<file path="config.mk">
export PLATFORM = sky130hd
export DESIGN_NAME = fpes_sequencer
export DESIGN_NICKNAME = d
export VERILOG_FILES = /design/src/core/fpes_pkg.sv /design/src/core/fpes_op_timer.sv /design/src/core/fpes_sequencer.sv
export VERILOG_INCLUDE_DIRS = /design/src /design/src/core
export SDC_FILE = /design/constraint.sdc
export NUM_CORES = 1
export LEC_CHECK = 0
export BUFFER_PORTS_ARGS = -buffer_cell sky130_fd_sc_hd__buf_2
export CAP_MARGIN = 20
export CORE_MARGIN = 2
export CORE_UTILIZATION = 52
export CTS_CLUSTER_SIZE = 8
export DETAILED_ROUTE_END_ITERATION = 7
export PLACE_DENSITY_LB_ADDON = 0.2
export SYNTH_ARGS = -nofsm -noshare
export SYNTH_HDL_FRONTEND = slang
export SYNTH_SLANG_ARGS = --single-unit
export TNS_END_PERCENT = 100
</file>
<file path="constraint.sdc">
create_clock -name MCLK -period 6.45 [get_ports MCLK]
set_input_delay 0.9675 -clock MCLK [delete_from_list [all_inputs] [get_ports MCLK]]
set_output_delay 0.9675 -clock MCLK [all_outputs]
set_load 0.02 [all_outputs]
</file>
<file path="src/core/fpes_consts.svh">
`ifndef FPES_CONSTS_SVH
`define FPES_CONSTS_SVH
// unlock key codes, accepted only in this order
`define FPES_KEY_CODE1 8'ha5
`define FPES_KEY_CODE2 8'hf1
`define FPES_ERASED_WORD 16'hffff
`define FPES_ERASED_BYTE 8'hff
// 512-byte pages: page offset is the low 9 address bits
`define FPES_PAGE_LSB 9
`define FPES_PAGE_OFS 9'h000
// timing
`define FPES_CLK_PERIOD_NS 40
`define FPES_PROG_TIME_NS 10000
`define FPES_ERASE_TIME_NS 20000000
`define FPES_PROG_CYCLES ((`FPES_PROG_TIME_NS + `FPES_CLK_PERIOD_NS - 1) / `FPES_CLK_PERIOD_NS)
`define FPES_ERASE_CYCLES ((`FPES_ERASE_TIME_NS + `FPES_CLK_PERIOD_NS - 1) / `FPES_CLK_PERIOD_NS)
// register word indices (byte address bits 3:2)
`define FPES_REG_CTRL 2'h0
`define FPES_REG_KEY 2'h1
`define FPES_REG_STAT 2'h2
// control register bits
`define FPES_CTRL_WEN 0
`define FPES_CTRL_EEN 1
`define FPES_CTRL_BLK 2
`define FPES_CTRL_RTS 3
`define FPES_CTRL_W 4
`define FPES_CTRL_RST 4'h0
// axi responses
`define FPES_RESP_OKAY 2'b00
`define FPES_RESP_SLVERR 2'b10
`endif

</file>
<file path="src/core/fpes_pkg.sv">
package fpes_pkg;
    // unlock progress
    typedef enum logic [1:0] {
        KEY_IDLE = 2'b00,
        KEY_HALF = 2'b01,
        KEY_OPEN = 2'b10,
        KEY_BLOCKED = 2'b11
    } fpes_key_t;
    // flash operation sequencing
    typedef enum logic [1:0] {
        OP_IDLE = 2'b00,
        OP_READ = 2'b01,
        OP_PROG = 2'b10,
        OP_ERASE = 2'b11
    } fpes_op_t;
    // a byte write from the core or the debug port
    typedef struct packed {
        logic [15:0] addr;
        logic [7:0] data;
    } fpes_wbyte_t;
    // command to the flash array
    typedef struct packed {
        logic prog;
        logic erase;
        logic [15:0] addr;
        logic [15:0] wdata;
        logic [1:0] bmask;
    } fpes_flash_cmd_t;
endpackage : fpes_pkg

</file>
<file path="src/core/fpes_op_timer.sv">
`timescale 1ns/100ps
// down counter that times one flash operation
module fpes_op_timer #(
    parameter int unsigned CNT_W = 20
) (
    input wire logic clk,
    input wire logic rst,
    input wire logic start,
    input wire logic [CNT_W-1:0] len,
    output logic done
);
    logic [CNT_W-1:0] cnt_r;
    logic run_r;
    logic last;

    // done marks the final cycle of a run of len cycles
    assign last = run_r && (cnt_r == CNT_W'(1));
    assign done = last;

    always_ff @(posedge clk) begin
        if (rst) begin
            cnt_r <= '0;
            run_r <= 1'b0;
        end else if (start) begin
            cnt_r <= len;
            run_r <= 1'b1;
        end else if (run_r) begin
            cnt_r <= cnt_r - CNT_W'(1);
            run_r <= !last;
        end
    end
endmodule : fpes_op_timer

</file>
<file path="src/core/fpes_sequencer.sv">
`timescale 1ns/100ps
`include "fpes_consts.svh"
// Functional notes
// - programming only clears bits; new data is ANDed with current contents
// - writes and erases are timed here; core stalls until done
// - core flash operations need key 0xA5 then 0xF1 first; debug port needs none
// - any interval between the two key writes is accepted
// - wrong or misordered key code blocks flash operations until reset
// - flash attempt before key completion blocks operations until reset
// - every core operation returns the unlock state to locked; debug operations leave it alone
// - write enable steers core writes to flash; stays until cleared
// - erase enable plus write enable: write erases whole 512-byte page
// - block select chooses single-byte or aligned two-byte programming
// - block program lasts as long as a single-byte program
// - single-byte mode: one program per core write to flash
// - block mode: even byte buffered, program after odd write
// - debug port and core writes both program flash
// - page erase ignores the written data byte
// - attempt with supply monitor off raises flash error reset
module fpes_sequencer #(
    parameter int unsigned ERASE_CYCLES = `FPES_ERASE_CYCLES,
    parameter int unsigned CNT_W = 20
) (
    input wire logic MCLK,
    input wire logic SYS_RST,
    input wire logic [3:0] S_AXI_AWADDR,
    input wire logic S_AXI_AWVALID,
    output logic S_AXI_AWREADY,
    input wire logic [31:0] S_AXI_WDATA,
    input wire logic [3:0] S_AXI_WSTRB,
    input wire logic S_AXI_WVALID,
    output logic S_AXI_WREADY,
    output logic [1:0] S_AXI_BRESP,
    output logic S_AXI_BVALID,
    input wire logic S_AXI_BREADY,
    input wire logic [3:0] S_AXI_ARADDR,
    input wire logic S_AXI_ARVALID,
    output logic S_AXI_ARREADY,
    output logic [31:0] S_AXI_RDATA,
    output logic [1:0] S_AXI_RRESP,
    output logic S_AXI_RVALID,
    input wire logic S_AXI_RREADY,
    input wire logic XMOVE_WR,
    input wire fpes_pkg::fpes_wbyte_t XMOVE,
    input wire logic DBG_REQ,
    input wire logic DBG_ERASE,
    input wire fpes_pkg::fpes_wbyte_t DBG,
    input wire logic VDD_MON_EN,
    input wire logic [15:0] FL_RDATA,
    output logic XRAM_WE,
    output fpes_pkg::fpes_wbyte_t XRAM,
    output logic CORE_STALL,
    output fpes_pkg::fpes_flash_cmd_t FL_CMD,
    output logic FLASH_ERR_RST
);
    import fpes_pkg::*;

    localparam logic [CNT_W-1:0] PROG_LEN = CNT_W'(`FPES_PROG_CYCLES);
    localparam logic [CNT_W-1:0] ERASE_LEN = CNT_W'(ERASE_CYCLES);
    localparam int PROG_N = `FPES_PROG_CYCLES;

    // ---- axi4-lite slave ----
    logic aw_full_r, w_full_r, bvalid_r, rvalid_r, awready_r, wready_r, arready_r;
    logic [1:0] aw_idx_r, bresp_r, rresp_r;
    logic [7:0] w_byte_r;
    logic w_lane0_r;
    logic [31:0] rdata_r;
    logic aw_take, w_take, ar_take, wr_do;
    logic aw_full_nxt, w_full_nxt, bvalid_nxt, rvalid_nxt;

    // address and data may come in either order; act when both are held
    assign aw_take = S_AXI_AWVALID && awready_r;
    assign w_take = S_AXI_WVALID && wready_r;
    assign ar_take = S_AXI_ARVALID && arready_r;
    assign wr_do = aw_full_r && w_full_r && !bvalid_r;
    assign aw_full_nxt = (aw_full_r || aw_take) && !wr_do;
    assign w_full_nxt = (w_full_r || w_take) && !wr_do;
    assign bvalid_nxt = wr_do || (bvalid_r && !S_AXI_BREADY);
    assign rvalid_nxt = ar_take || (rvalid_r && !S_AXI_RREADY);

    // control register and decode
    logic [`FPES_CTRL_W-1:0] ctrl_r;
    logic hit_ctrl, hit_key, hit_stat, wr_ok, ctrl_wr, key_wr;
    logic [1:0] ar_idx;
    logic ar_ok;
    assign hit_ctrl = aw_idx_r == `FPES_REG_CTRL;
    assign hit_key = aw_idx_r == `FPES_REG_KEY;
    assign hit_stat = aw_idx_r == `FPES_REG_STAT;
    assign wr_ok = hit_ctrl || hit_key || hit_stat;
    assign ctrl_wr = wr_do && hit_ctrl && w_lane0_r;
    assign key_wr = wr_do && hit_key && w_lane0_r;
    assign ar_idx = S_AXI_ARADDR[3:2];
    assign ar_ok = ar_idx != 2'h3;

    logic wen, een, blk;
    assign wen = ctrl_r[`FPES_CTRL_WEN];
    assign een = ctrl_r[`FPES_CTRL_EEN];
    assign blk = ctrl_r[`FPES_CTRL_BLK];

    always_ff @(posedge MCLK) begin
        if (SYS_RST) begin
            aw_full_r <= 1'b0;
            w_full_r <= 1'b0;
            bvalid_r <= 1'b0;
            rvalid_r <= 1'b0;
            awready_r <= 1'b0;
            wready_r <= 1'b0;
            arready_r <= 1'b0;
        end else begin
            aw_full_r <= aw_full_nxt;
            w_full_r <= w_full_nxt;
            bvalid_r <= bvalid_nxt;
            rvalid_r <= rvalid_nxt;
            awready_r <= !aw_full_nxt;
            wready_r <= !w_full_nxt;
            arready_r <= !rvalid_nxt;
        end
    end

    // payload capture; the register bits live in lane 0 only
    always_ff @(posedge MCLK) begin
        if (SYS_RST) begin
            aw_idx_r <= 2'h0;
            w_byte_r <= 8'h00;
            w_lane0_r <= 1'b0;
            bresp_r <= `FPES_RESP_OKAY;
        end else begin
            if (aw_take) aw_idx_r <= S_AXI_AWADDR[3:2];
            if (w_take) w_byte_r <= S_AXI_WDATA[7:0];
            if (w_take) w_lane0_r <= S_AXI_WSTRB[0];
            if (wr_do) bresp_r <= wr_ok ? `FPES_RESP_OKAY : `FPES_RESP_SLVERR;
        end
    end

    // write enable stays set until software clears it
    always_ff @(posedge MCLK) begin
        if (SYS_RST) ctrl_r <= `FPES_CTRL_RST;
        else if (ctrl_wr) ctrl_r <= w_byte_r[`FPES_CTRL_W-1:0];
    end

    // ---- unlock key and operation control ----
    fpes_key_t key_r, key_nxt;
    fpes_op_t op_r, op_nxt;
    logic [7:0] even_r;
    logic pend_r;
    logic try_fl, vdd_bad, key_ok, go_erase, go_even, go_prog, dbg_go, start_any;
    logic tmr_done, tmr_start;
    logic [CNT_W-1:0] tmr_len;

    // a core write while write enable is set targets flash, not ram
    assign try_fl = XMOVE_WR && wen && op_r == OP_IDLE;
    assign vdd_bad = try_fl && !VDD_MON_EN;
    assign key_ok = try_fl && VDD_MON_EN && key_r == KEY_OPEN;
    assign go_erase = key_ok && een;
    assign go_even = key_ok && !een && blk && !XMOVE.addr[0];
    assign go_prog = key_ok && !een && !go_even;
    // debug programming needs no key; core writes take precedence
    assign dbg_go = DBG_REQ && op_r == OP_IDLE && !try_fl;
    assign start_any = go_erase || go_prog || dbg_go;

    // key codes: only order matters, any gap between them is fine
    always_comb begin
        key_nxt = key_r;
        if (key_wr && key_r != KEY_BLOCKED) begin
            if (key_r == KEY_IDLE && w_byte_r == `FPES_KEY_CODE1) key_nxt = KEY_HALF;
            else if (key_r == KEY_HALF && w_byte_r == `FPES_KEY_CODE2) key_nxt = KEY_OPEN;
            else key_nxt = KEY_BLOCKED;
        end
        if (try_fl && VDD_MON_EN && key_r != KEY_OPEN) key_nxt = KEY_BLOCKED;
        if (key_ok) key_nxt = KEY_IDLE;
    end

    // operation state; the read step fetches contents before programming
    always_comb begin
        op_nxt = op_r;
        case (op_r)
            OP_IDLE: begin
                if (go_erase || (dbg_go && DBG_ERASE)) op_nxt = OP_ERASE;
                else if (start_any) op_nxt = OP_READ;
            end
            OP_READ: op_nxt = OP_PROG;
            OP_PROG: if (tmr_done) op_nxt = OP_IDLE;
            OP_ERASE: if (tmr_done) op_nxt = OP_IDLE;
            default: op_nxt = OP_IDLE;
        endcase
    end

    // erase starts timing at once, program after the read step
    assign tmr_start = (op_r == OP_IDLE && op_nxt == OP_ERASE) || op_r == OP_READ;
    assign tmr_len = (op_r == OP_READ) ? PROG_LEN : ERASE_LEN;

    fpes_op_timer #(
        .CNT_W(CNT_W)
    ) u_timer (
        .clk(MCLK),
        .rst(SYS_RST),
        .start(tmr_start),
        .len(tmr_len),
        .done(tmr_done)
    );

    always_ff @(posedge MCLK) begin
        if (SYS_RST) begin
            key_r <= KEY_IDLE;
            op_r <= OP_IDLE;
        end else begin
            key_r <= key_nxt;
            op_r <= op_nxt;
        end
    end

    // even byte waits for the odd write; a lone odd byte pairs with erased
    always_ff @(posedge MCLK) begin
        if (SYS_RST) begin
            even_r <= `FPES_ERASED_BYTE;
            pend_r <= 1'b0;
        end else if (go_even) begin
            even_r <= XMOVE.data;
            pend_r <= 1'b1;
        end else if (start_any) begin
            even_r <= `FPES_ERASED_BYTE;
            pend_r <= 1'b0;
        end
    end

    // flash command words for each kind of start
    fpes_wbyte_t src;
    logic [15:0] word_addr, page_addr, byte_word, blk_word;
    logic [1:0] byte_mask;
    logic use_blk, use_erase;
    assign src = try_fl ? XMOVE : DBG;
    assign word_addr = {src.addr[15:1], 1'b0};
    assign page_addr = {src.addr[15:`FPES_PAGE_LSB], `FPES_PAGE_OFS};
    assign byte_word = src.addr[0] ? {src.data, `FPES_ERASED_BYTE} : {`FPES_ERASED_BYTE, src.data};
    assign byte_mask = src.addr[0] ? 2'b10 : 2'b01;
    assign blk_word = {src.data, even_r};
    assign use_blk = go_prog && blk;
    assign use_erase = go_erase || (dbg_go && DBG_ERASE);

    always_ff @(posedge MCLK) begin
        if (SYS_RST) begin
            FL_CMD <= '0;
        end else begin
            if (op_r == OP_IDLE && start_any) begin
                FL_CMD.erase <= use_erase;
                FL_CMD.addr <= use_erase ? page_addr : word_addr;
                // data byte is irrelevant to an erase
                FL_CMD.wdata <= use_erase ? `FPES_ERASED_WORD
                    : (use_blk ? blk_word : byte_word);
                FL_CMD.bmask <= use_blk ? 2'b11 : byte_mask;
            end else if (op_nxt == OP_IDLE) begin
                FL_CMD.erase <= 1'b0;
            end
            // cells can only be cleared, so never ask for a 0 to 1 change
            if (op_r == OP_READ) FL_CMD.wdata <= FL_CMD.wdata & FL_RDATA;
            FL_CMD.prog <= op_nxt == OP_PROG;
        end
    end

    // core outputs; ram writes pass through when flash is not selected
    always_ff @(posedge MCLK) begin
        if (SYS_RST) begin
            XRAM_WE <= 1'b0;
            XRAM <= '0;
            CORE_STALL <= 1'b0;
            FLASH_ERR_RST <= 1'b0;
        end else begin
            XRAM_WE <= XMOVE_WR && !wen;
            if (XMOVE_WR) XRAM <= XMOVE;
            CORE_STALL <= op_nxt != OP_IDLE;
            FLASH_ERR_RST <= vdd_bad;
        end
    end

    // read data
    logic [31:0] rd_word;
    assign rd_word = (ar_idx == `FPES_REG_CTRL) ? {28'h0, ctrl_r}
        : (ar_idx == `FPES_REG_KEY) ? {30'h0, key_r}
        : (ar_idx == `FPES_REG_STAT) ? {29'h0, pend_r, op_r != OP_IDLE, key_r == KEY_BLOCKED}
        : 32'h0;

    always_ff @(posedge MCLK) begin
        if (SYS_RST) begin
            rdata_r <= 32'h0;
            rresp_r <= `FPES_RESP_OKAY;
        end else if (ar_take) begin
            rdata_r <= rd_word;
            rresp_r <= ar_ok ? `FPES_RESP_OKAY : `FPES_RESP_SLVERR;
        end
    end

    assign S_AXI_AWREADY = awready_r;
    assign S_AXI_WREADY = wready_r;
    assign S_AXI_BVALID = bvalid_r;
    assign S_AXI_BRESP = bresp_r;
    assign S_AXI_ARREADY = arready_r;
    assign S_AXI_RVALID = rvalid_r;
    assign S_AXI_RDATA = rdata_r;
    assign S_AXI_RRESP = rresp_r;

    // ---- checks ----
    int prog_cnt;
    always_ff @(posedge MCLK) begin
        if (SYS_RST || op_r != OP_PROG) prog_cnt <= 0;
        else prog_cnt <= prog_cnt + 1;
    end
endmodule : fpes_sequencer

</file>
==> flow_summary.toml, run 1 <==
[layout]
fraction_of_final_layout_cells_sized_beyond_drive_strength_1 = 0.268
design.final.nets = 878
fill_cells = 859
area_growth_syn_to_layout_pct = 24.9
antenna_cells_inserted = 0

[pwr]
sw_frac = 0.278
vdd_ir_max_mv = 0.174
seq_power_share = 0.395
clock_power_share = 0.443
comb_power_share = 0.161
cell_internal_power_dissipation_w = 0.00160
reported_leakage_power_nw = 3.03
power.density_nw_per_um2 = 320
switchingPower_w = 0.000613
total_power_of_the_final_layout_w = 0.00221

[cts]
clk_path_buf_depth = 2
cts_hold_repair_buffers = 0
cts-buffers-inserted = 17
cts_tree = "built"
clockRootBuffer = "sky130_fd_sc_hd__clkbuf_8"
clkLatencyLatePin_ns = 0.52
post_cts_resized = 0
clock_sinks = 124
post-cts-setup-buffer-count = 0
clk_pin_slew_worst_paths_ns = 0.06
cts-htree-levels = 4

[detailed_routing]
detail_route.wirelength_um = 14500
dr.first_iter.drc_count = 346
routed_via_density = 5.69
drc = 0
wl_per_cell_um = 16.0
detailroute.via_count = 5155
drt_pre_antenna_iters = 5
antenna_left = 0

[sta]
final-setup-viol-count = 0
period_minus_slack_ns = 3.51
clock_skew_ns = 0.00597
max_clock_freq_ghz = 0.285
timing.final.max_slew_violations = 0
fin_setup_tns_ns = 0
rsz0062_at_grt = "false"
max_slew.worst_pin.slew_ns = 1.04
hold_violations = 0
min_period_over_period = 0.544
slew-limit-headroom = 0.303

[grt]
global_route.overflow_total = 0
first_pass_grt_wire_length_um = 23100
antenna_found_initial = 0
largest_net_degree_at_the_start_of_global_routing = 57
grt_pass1_vias = 4767
grtUsageTotal = 0.252

[logic_synthesis]
seq_area_frac_synth = 0.449
count_of_distinct_cell_types_in_the_synthesized_netlist = 61
syn_area_per_cell_um2 = 9.10
synth_async_sr_flop_share = 0
synthCells = 607
postSynthRegisterBits = 124
synth_commonest_cells = "sky130_fd_sc_hd__dfxtp_1, sky130_fd_sc_hd__nand2_1, sky130_fd_sc_hd__nor2_1"
ys_warn_count = 0
cell_area_after_technology_mapping_um2 = 5520
count_of_flip_flops_with_a_built_in_enable_after_synthesis = 0
synthDominantCellAreaShare = 0.449
synth_ff_type = "sky130_fd_sc_hd__dfxtp_1"
yosys.area.top_type = "sky130_fd_sc_hd__dfxtp_1"
post-synth-top-count-cell = "sky130_fd_sc_hd__dfxtp_1"
synth_top_cells_by_area = "sky130_fd_sc_hd__dfxtp_1, sky130_fd_sc_hd__mux2i_1, sky130_fd_sc_hd__buf_4"

[setup_path]
critPathSlowestCell = "sky130_fd_sc_hd__nor3_1"
criticalPathCategory = "input port to flop"
category_of_the_worst_setup_path_capture_point = "flop"
crit_path_max_fanout = 43
cp_cell_sequence = "buf_2 -> nand4bb_2 -> buf_4 -> o32a_1 -> buf_4 -> nor3_1 -> a221oi_1"
cpMostUsedCell = "sky130_fd_sc_hd__buf_4"
crit_path_start_kind = "input port"
critical_path_required_ns = 6.79
critical_path_arrival_ns = 3.85
timing.critical_path.slowest_cell_delay_ns = 0.87

[placement]
place.detailed.hpwl_um = 10100
routabilityCongestion = 0.793
port_buffers = 160

[floorplanning]
floorplan.die.height_um = 107
number_of_placed_i_o_pins = 223
core-area_um2 = 10300
num_rows = 37
die_w_um = 107
initial_utilization = 0.535
design.die.area_um2 = 11500

[run]
drv.max_cap_violation_count = 0

[outcome]
outcome = "completed"

[worst_hold_path]
holdCritPathClass = "flop to flop"
## through the flow
stage               std cells  utilization  cell area (µm²)  setup slack (ns)  hold WS [ns]
global route              906        0.668             6900              2.74         0.482
floorplan                 637            -             5640              3.96         0.437
finish                    906        0.668             6900              2.94         0.461
global placement          871        0.608             6270              2.55         0.439
detailed placement        872        0.608             6280              2.39         0.449
CTS                       904        0.667             6890              2.92         0.460
## flip-flops by register name (all words and copies together) (netlist names), 2 cells and up
name	count
w_byte_r	8
u_timer.cnt_r	20
ctrl_r	4
FL_CMD	35
aw_idx_r	2
op_r	2
S_AXI_RDATA	4
even_r	8
XRAM	24
key_r	2
## final timing paths
kind | startpoint | to | slack (ns) | cells past startpoint
hold reg to reg | FL_CMD[34]$_SDFFE_PP0P_ | FL_CMD[34]$_SDFFE_PP0P_ | 0.46 | 2
hold / removal | FL_CMD[34]$_SDFFE_PP0P_ | FL_CMD[34]$_SDFFE_PP0P_ | 0.46 | 2
setup reg to reg | ctrl_r[0]$_SDFFE_PP0P_ | FL_CMD[15]$_SDFFE_PP0P_ | 3.52 | 6
setup / recovery | XMOVE_WR | FL_CMD[15]$_SDFFE_PP0P_ | 2.94 | 7
## routing by layer
metal | GRT usage | part of all wire | vias to the layer above
li1 | - | - | 2484
met1 | 0.311 | 0.43 | 2431
met2 | 0.417 | 0.49 | 224
met3 | 0.0766 | 0.077 | 16
met4 | 0.0891 | 0.010 | 0
met5 | 0 | 0 | -
## placed cells by master, fill, tap and decap left out, types with 4 or more instances in the layout
cell type	synthesis	final
sky130_fd_sc_hd__o41ai_1	9	9
sky130_fd_sc_hd__nand3_1	14	14
sky130_fd_sc_hd__o2111ai_1	8	8
sky130_fd_sc_hd__o22ai_1	11	11
sky130_fd_sc_hd__bufinv_16	0	4
sky130_fd_sc_hd__buf_2	3	160
sky130_fd_sc_hd__a221oi_1	10	10
sky130_fd_sc_hd__a22o_1	16	16
sky130_fd_sc_hd__nor3_1	14	14
sky130_fd_sc_hd__nor4_1	7	7
sky130_fd_sc_hd__dfxtp_1	124	124
sky130_fd_sc_hd__nand2_1	60	60
sky130_fd_sc_hd__mux2i_1	39	39
sky130_fd_sc_hd__conb_1	1	31
sky130_fd_sc_hd__a21boi_0	9	9
sky130_fd_sc_hd__nand4_1	4	4
sky130_fd_sc_hd__inv_1	7	7
sky130_fd_sc_hd__nor2_1	58	58
sky130_fd_sc_hd__nor4b_1	9	9
sky130_fd_sc_hd__a311oi_1	9	9
sky130_fd_sc_hd__a21oi_1	35	35
sky130_fd_sc_hd__xnor2_1	8	8
sky130_fd_sc_hd__o211ai_1	5	5
sky130_fd_sc_hd__nand2b_1	4	4
sky130_fd_sc_hd__nand4b_1	5	5
sky130_fd_sc_hd__or4_1	4	4
sky130_fd_sc_hd__buf_4	31	6
sky130_fd_sc_hd__clkbuf_16	0	16
sky130_fd_sc_hd__nor3b_1	5	5
sky130_fd_sc_hd__or3_1	5	5
sky130_fd_sc_hd__o21ai_0	13	13
## worst max-delay path, delay by kind of cell
kind / cells / cell delay, ns
buffers and inverters: 3 / 1.19
and+or+nand+nor: 2 / 1.02
AOI/OAI and AO/OA: 2 / 0.64
## final cells by class
cell class | count | area (µm²) | area share
clock buffer | 21 | 439 | 0.0637
clock inverter | 11 | 166 | 0.0241
inverter | 8 | 30.0 | 0.00435
multi-input combinational | 439 | 2760 | 0.400
sequential | 124 | 2480 | 0.360
tap | 136 | 170 | 0.0247
timing repair buffer | 167 | 851 | 0.123
## cells by family (layout without fill, tap and decap cells)
kind of cell / after synthesis / count (layout) / share of synthesized area
other: 1 / 31 / 0.000679
DFF: 124 / 124 / 0.449
muxes: 39 / 39 / 0.0707
adders and majority gates: 2 / 2 / 0.00453
and+or+nand+nor: 210 / 210 / 0.194
AOI/OAI and AO/OA: 148 / 148 / 0.193
xor gates and xnor gates: 9 / 9 / 0.0143
buffers and inverters: 74 / 207 / 0.0734
## power by group through the flow
stage / Sequential (W) / Clock, W / Combinational (W)
2_1_floorplan: 0.000921 / 0 / 0.000225
3_3_place_gp: 0.000884 / 0 / 0.000344
3_5_place_dp: 0.000887 / 0 / 0.000352
4_1_cts: 0.000873 / 0.000988 / 0.000354
5_1_grt: 0.000881 / 0.00102 / 0.000389
6_report: 0.000874 / 0.000980 / 0.000356
(Power assumes the default switching activity.)
==> inputs of run 2 (changes only) <==
--- a/config.mk
+++ b/config.mk
@@ -9,7 +9,7 @@
 export BUFFER_PORTS_ARGS = -buffer_cell sky130_fd_sc_hd__buf_2
 export CAP_MARGIN = 20
 export CORE_MARGIN = 2
-export CORE_UTILIZATION = 52
+export CORE_UTILIZATION = 44
 export CTS_CLUSTER_SIZE = 8
 export DETAILED_ROUTE_END_ITERATION = 7
 export PLACE_DENSITY_LB_ADDON = 0.2
==> constraint.sdc (replaced) <==
create_clock -name MCLK -period 2.8 [get_ports MCLK]
set_input_delay 0.42 -clock MCLK [delete_from_list [all_inputs] [get_ports MCLK]]
set_output_delay 0.42 -clock MCLK [all_outputs]
set_load 0.02 [all_outputs]
==> run 2 against run 1 <==
Non-clock buffer count up 8. Hold slack lost 0.22 ns. Flip-flop and latch count stayed put. Design area is 1.4% higher. Highest routed layer unchanged. Largest cell class unchanged. Core utilization is 9.1 points lower. Critical endpoint is now CORE_STALL$_SDFF_PP0_. Largest power group unchanged.
==> flow_summary.toml, run 2 (same netlist as run 1, synthesis figures left out) <==
[outcome]
outcome = "completed"

[cts]
post_cts_resized = 0
clockRootBuffer = "sky130_fd_sc_hd__clkbuf_16"
post-cts-setup-buffer-count = 0
cts-htree-levels = 4
clk_path_buf_depth = 2
cts-buffers-inserted = 17
clk_pin_slew_worst_paths_ns = 0.06
clkLatencyLatePin_ns = 0.42
cts_hold_repair_buffers = 0
cts_tree = "built"
clock_sinks = 124

[placement]
port_buffers = 160
routabilityCongestion = 0.864
place.detailed.hpwl_um = 10600
cell_total_after_placement = 914

[worst_hold_path]
holdCritPathClass = "input port to flop"

[floorplanning]
num_rows = 40
core-area_um2 = 12100
die_w_um = 116
initial_utilization = 0.456
number_of_placed_i_o_pins = 223
design.die.area_um2 = 13500
floorplan.die.height_um = 116

[sta]
timing.final.max_slew_violations = 0
hold_violations = 0
period_minus_slack_ns = 2.40
min_period_over_period = 0.857
rsz0062_at_grt = "false"
max_slew.worst_pin.slew_ns = 0.844
slew-limit-headroom = 0.437
clock_skew_ns = 0.0156
final-setup-viol-count = 0
max_clock_freq_ghz = 0.417
fin_setup_tns_ns = 0

[detailed_routing]
routed_via_density = 5.39
drc = 0
drt_pre_antenna_iters = 5
detail_route.wirelength_um = 14900
detailroute.via_count = 5102
wl_per_cell_um = 15.7
dr.first_iter.drc_count = 280
antenna_left = 0

[setup_path]
criticalPathCategory = "flop to flop"
crit_path_max_fanout = 10
critical_path_required_ns = 3.07
timing.critical_path.slowest_cell_delay_ns = 0.69
critical_path_arrival_ns = 2.67
crit_path_start_kind = "flop"
cp_top_family = "simple AND/OR/NAND/NOR gates"
cp_cell_sequence = "or4_1 -> or4_4 -> o31ai_1 -> a21oi_1"
critPathSlowestCell = "sky130_fd_sc_hd__or4_1"
category_of_the_worst_setup_path_capture_point = "flop"
worst-path-buf-inv = 0

[layout]
regMostFlops = "FL_CMD"
final_common_cell = "sky130_fd_sc_hd__buf_2"
antenna_cells_inserted = 0
most-common-layout-cells = "sky130_fd_sc_hd__buf_2, sky130_fd_sc_hd__dfxtp_1, sky130_fd_sc_hd__nand2_1"
fraction_of_final_layout_cells_sized_beyond_drive_strength_1 = 0.279
area_growth_syn_to_layout_pct = 26.6
design.final.nets = 886
fill_cells = 1107
largest_register_ff_count = 35
largestRegisters = "FL_CMD: 35 flops, XRAM: 24 flops, u_timer.cnt_r: 20 flops"
instances_no_fill = 946

[pwr]
reported_leakage_power_nw = 3.06
total_power_of_the_final_layout_w = 0.00501
vdd_ir_max_mv = 0.420
power.density_nw_per_um2 = 716

[grt]
grtUsageTotal = 0.225
antenna_found_initial = 0
grt_pass1_vias = 4939
first_pass_grt_wire_length_um = 23900
global_route.overflow_total = 0
largest_net_degree_at_the_start_of_global_routing = 51

[run]
drv.max_cap_violation_count = 0
## run 2: cell count changes in the layout (fill, tap and decap cells not counted), moves of 2 or more
cell,change
sky130_fd_sc_hd__buf_4,+10
sky130_fd_sc_hd__clkbuf_1,-3
sky130_fd_sc_hd__clkinvlp_4,+3
sky130_fd_sc_hd__bufinv_16,-2
## run 2: cell type report
| type | count | area [µm²] | area share |
|---|---|---|---|
| tap | 168 | 210 | 0.0301 |
| clock buffer | 19 | 453 | 0.0648 |
| multi-input combinational | 439 | 2760 | 0.395 |
| inverter | 8 | 30.0 | 0.00429 |
| clock inverter | 13 | 141 | 0.0202 |
| sequential | 124 | 2480 | 0.355 |
| timing repair buffer | 175 | 916 | 0.131 |
## run 2: final timing paths
check	startpoint	to	slack, ns	cells after the start
min reg2reg	S_AXI_RRESP[1]$_SDFFE_PP0P_	S_AXI_RRESP[1]$_SDFFE_PP0P_	0.45	2
min	S_AXI_WDATA[2]	w_byte_r[2]$_SDFFE_PP0P_	0.24	3
max reg2reg	u_timer.cnt_r[4]$_SDFFE_PP0P_	CORE_STALL$_SDFF_PP0_	0.40	4
max	u_timer.cnt_r[4]$_SDFFE_PP0P_	CORE_STALL$_SDFF_PP0_	0.40	4
## run 2: per-layer routing
| layer | track usage | part of all wire |
|---|---|---|
| met3 | 0.0612 | 0.062 |
| met1 | 0.278 | 0.43 |
| met4 | 0.0683 | 0.014 |
| met2 | 0.386 | 0.49 |
| met5 | 0 | 0 |
## run 2: worst reg2reg max path: stages (launching register included)
cell	delay [ns]
sky130_fd_sc_hd__dfxtp_1	0.35
sky130_fd_sc_hd__or4_1	0.69
sky130_fd_sc_hd__or4_4	0.61
sky130_fd_sc_hd__o31ai_1	0.49
sky130_fd_sc_hd__a21oi_1	0.13
## run 2: metrics by stage
step / util / worst slack (ns) / instance area (µm²) / hold slack [ns]
after floorplan: - / 0.651 / 5640 / 0.437
after global placement: 0.528 / 0.459 / 6400 / 0.440
after detailed placement: 0.528 / 0.435 / 6400 / 0.445
after CTS: 0.577 / 0.439 / 6990 / 0.226
after global routing: 0.577 / 0.322 / 6990 / 0.250
final: 0.577 / 0.401 / 6990 / 0.240
## run 2: where the power goes
group          leakage, nW  switching (W)  internal (W)
registers             1.02       0.000108       0.00190
logic                 1.77       0.000520      0.000313
clock network        0.274       0.000804       0.00136
==> inputs of run 3 (changes only) <==
--- a/config.mk
+++ b/config.mk
@@ -9,7 +9,7 @@
 export BUFFER_PORTS_ARGS = -buffer_cell sky130_fd_sc_hd__buf_2
 export CAP_MARGIN = 20
 export CORE_MARGIN = 2
-export CORE_UTILIZATION = 44
+export CORE_UTILIZATION = 49
 export CTS_CLUSTER_SIZE = 8
 export DETAILED_ROUTE_END_ITERATION = 7
 export PLACE_DENSITY_LB_ADDON = 0.2
==> constraint.sdc (replaced) <==
create_clock -name MCLK -period 2.7 [get_ports MCLK]
set_input_delay 0.405 -clock MCLK [delete_from_list [all_inputs] [get_ports MCLK]]
set_output_delay 0.405 -clock MCLK [all_outputs]
set_load 0.02 [all_outputs]
==> run 3 against run 2 <==
Hold slack got worse by 0.0049 ns. Flip-flop and latch count unchanged. Design area decreased by 0.47%. Largest power group unchanged.
==> flow_summary.toml, run 3 (same netlist as run 1, synthesis figures left out) <==
[outcome]
outcome = "completed"

[detailed_routing]
wl_per_cell_um = 15.9
detailroute.via_count = 5174
antenna_left = 0
dr.first_iter.drc_count = 270
detail_route.wirelength_um = 14600
drt_pre_antenna_iters = 5
drc = 0
routed_via_density = 5.64

[layout]
most-common-layout-cells = "sky130_fd_sc_hd__buf_2, sky130_fd_sc_hd__dfxtp_1, sky130_fd_sc_hd__nand2_1"
regMostFlops = "FL_CMD"
finalCoreUtilization = 0.636
largest_register_ff_count = 35
design.final.nets = 886
area_growth_syn_to_layout_pct = 26.0
multiInputGateArea_um2 = 2760
final_common_cell = "sky130_fd_sc_hd__buf_2"
fill_cells = 922
fraction_of_final_layout_cells_sized_beyond_drive_strength_1 = 0.277
regArea_um2 = 2480
largestRegisters = "FL_CMD: 35 flops, XRAM: 24 flops, u_timer.cnt_r: 20 flops"

[cts]
clk_pin_slew_worst_paths_ns = 0.05
cts-buffers-inserted = 17
post_cts_resized = 0
clk_path_buf_depth = 2
clockRootBuffer = "sky130_fd_sc_hd__clkbuf_16"
cts_tree = "built"
clkLatencyLatePin_ns = 0.41
cts_hold_repair_buffers = 0
post-cts-setup-buffer-count = 0
clock_sinks = 124
cts-htree-levels = 4

[setup_path]
worst-r2r-cell-count = 5
crit_path_start_kind = "flop"
criticalPathCategory = "flop to flop"
critical_path.startpoint = "op_r[1]$_SDFF_PP0_"
critical_path_arrival_ns = 2.82
worst_r2r_endpoint = "FL_CMD[15]$_SDFFE_PP0P_"
r2r_setup_slack_ns = 0.11
critical_path_required_ns = 2.93
category_of_the_worst_setup_path_capture_point = "flop"
crit_path_max_fanout = 25
timing.rr.start = "op_r[1]$_SDFF_PP0_"

[grt]
grt_pass1_vias = 4601
largest_net_degree_at_the_start_of_global_routing = 65
global_route.overflow_total = 0
antenna_found_initial = 1
first_pass_grt_wire_length_um = 22700
grtUsageTotal = 0.241

[worst_hold_path]
min_to = "w_byte_r[7]$_SDFFE_PP0P_"
holdCritPathClass = "input port to flop"
timing.hold.worst.start = "S_AXI_WDATA[7]"
min_delay_path_depth = 3

[sta]
fin_setup_tns_ns = 0
period_minus_slack_ns = 2.59
rsz0062_at_grt = "false"
min_period_over_period = 0.961
clock_skew_ns = 0.00547
hold_violations = 0
max_slew.worst_pin.slew_ns = 1.25
slew-limit-headroom = 0.160
max_clock_freq_ghz = 0.386
timing.final.max_slew_violations = 0
final-setup-viol-count = 0

[placement]
routabilityCongestion = 0.839
place.detailed.hpwl_um = 10400
port_buffers = 160

[floorplanning]
number_of_placed_i_o_pins = 223
initial_utilization = 0.505
core-area_um2 = 10900
die_w_um = 110
num_rows = 38
design.die.area_um2 = 12100
floorplan.die.height_um = 110

[pwr]
switchingPower_w = 0.00143
cell_internal_power_dissipation_w = 0.00380
seq_power_share = 0.399
power.density_nw_per_um2 = 751
reported_leakage_power_nw = 3.09
sw_frac = 0.273
vdd_ir_max_mv = 0.429
clock_power_share = 0.433
comb_power_share = 0.167

[run]
drv.max_cap_violation_count = 0
## run 3: cell types whose count changed in the layout (fill, tap and decap cells not counted), sizes merged
cell,change
inv,-2
clkbuf,+5
clkinvlp,-6
clkinv,+2
diode,+1
## run 3: final cells by class
cell class                      count  share of cell area
Clock inverter                      7              0.0122
Sequential cell                   124               0.357
Antenna cell                        1            0.000360
Multi-Input combinational cell    439               0.396
Timing Repair Buffer              175               0.131
Clock buffer                       24              0.0735
Inverter                            8             0.00431
Tap cell                          140              0.0252
## run 3: power by group through the flow
stage               Sequential, W  Combinational (W)  Clock, W
detailed placement        0.00212           0.000861         0
global route              0.00210           0.000952   0.00238
CTS                       0.00208           0.000870   0.00228
floorplan                 0.00220           0.000538         0
global placement          0.00211           0.000844         0
finish                    0.00208           0.000874   0.00226
## run 3: worst max-delay path, stage by stage (launching register included)
cell,delay (ns)
sky130_fd_sc_hd__dfxtp_1,0.48
sky130_fd_sc_hd__nand4bb_2,0.23
sky130_fd_sc_hd__buf_4,0.30
sky130_fd_sc_hd__o22ai_1,0.16
sky130_fd_sc_hd__nor3_1,1.00
sky130_fd_sc_hd__a221oi_1,0.23
## run 3: metal layers
layer  GRT usage  vias up  routed length [µm]
met5           0        -                   0
met4      0.0848        0                 222
met3      0.0600       16                1080
met2       0.404      198                7010
met1       0.302     2444                6250
li1            -     2516                   -
## run 3: through the flow
stage	setup slack, ns	instance area, µm²	instances	hold WS, ns	total power, W
floorplan	0.551	5640	637	0.437	0.00274
global placement	0.320	6360	886	0.439	0.00295
detailed placement	0.228	6360	886	0.444	0.00298
CTS	0.240	6960	917	0.222	0.00524
global route	0.0221	6960	918	0.234	0.00543
finish	0.106	6960	918	0.235	0.00522
## run 3: worst max path at each step
stage               slack [ns]                 endpoint  cells after the start
CTS                       0.24  FL_CMD[12]$_SDFFE_PP0P_                      5
global route              0.02  FL_CMD[16]$_SDFFE_PP0P_                      5
global placement          0.32  FL_CMD[16]$_SDFFE_PP0P_                      5
detailed placement        0.23  FL_CMD[12]$_SDFFE_PP0P_                      5
finish                    0.11  FL_CMD[15]$_SDFFE_PP0P_                      5
floorplan                 0.55    CORE_STALL$_SDFF_PP0_                      6
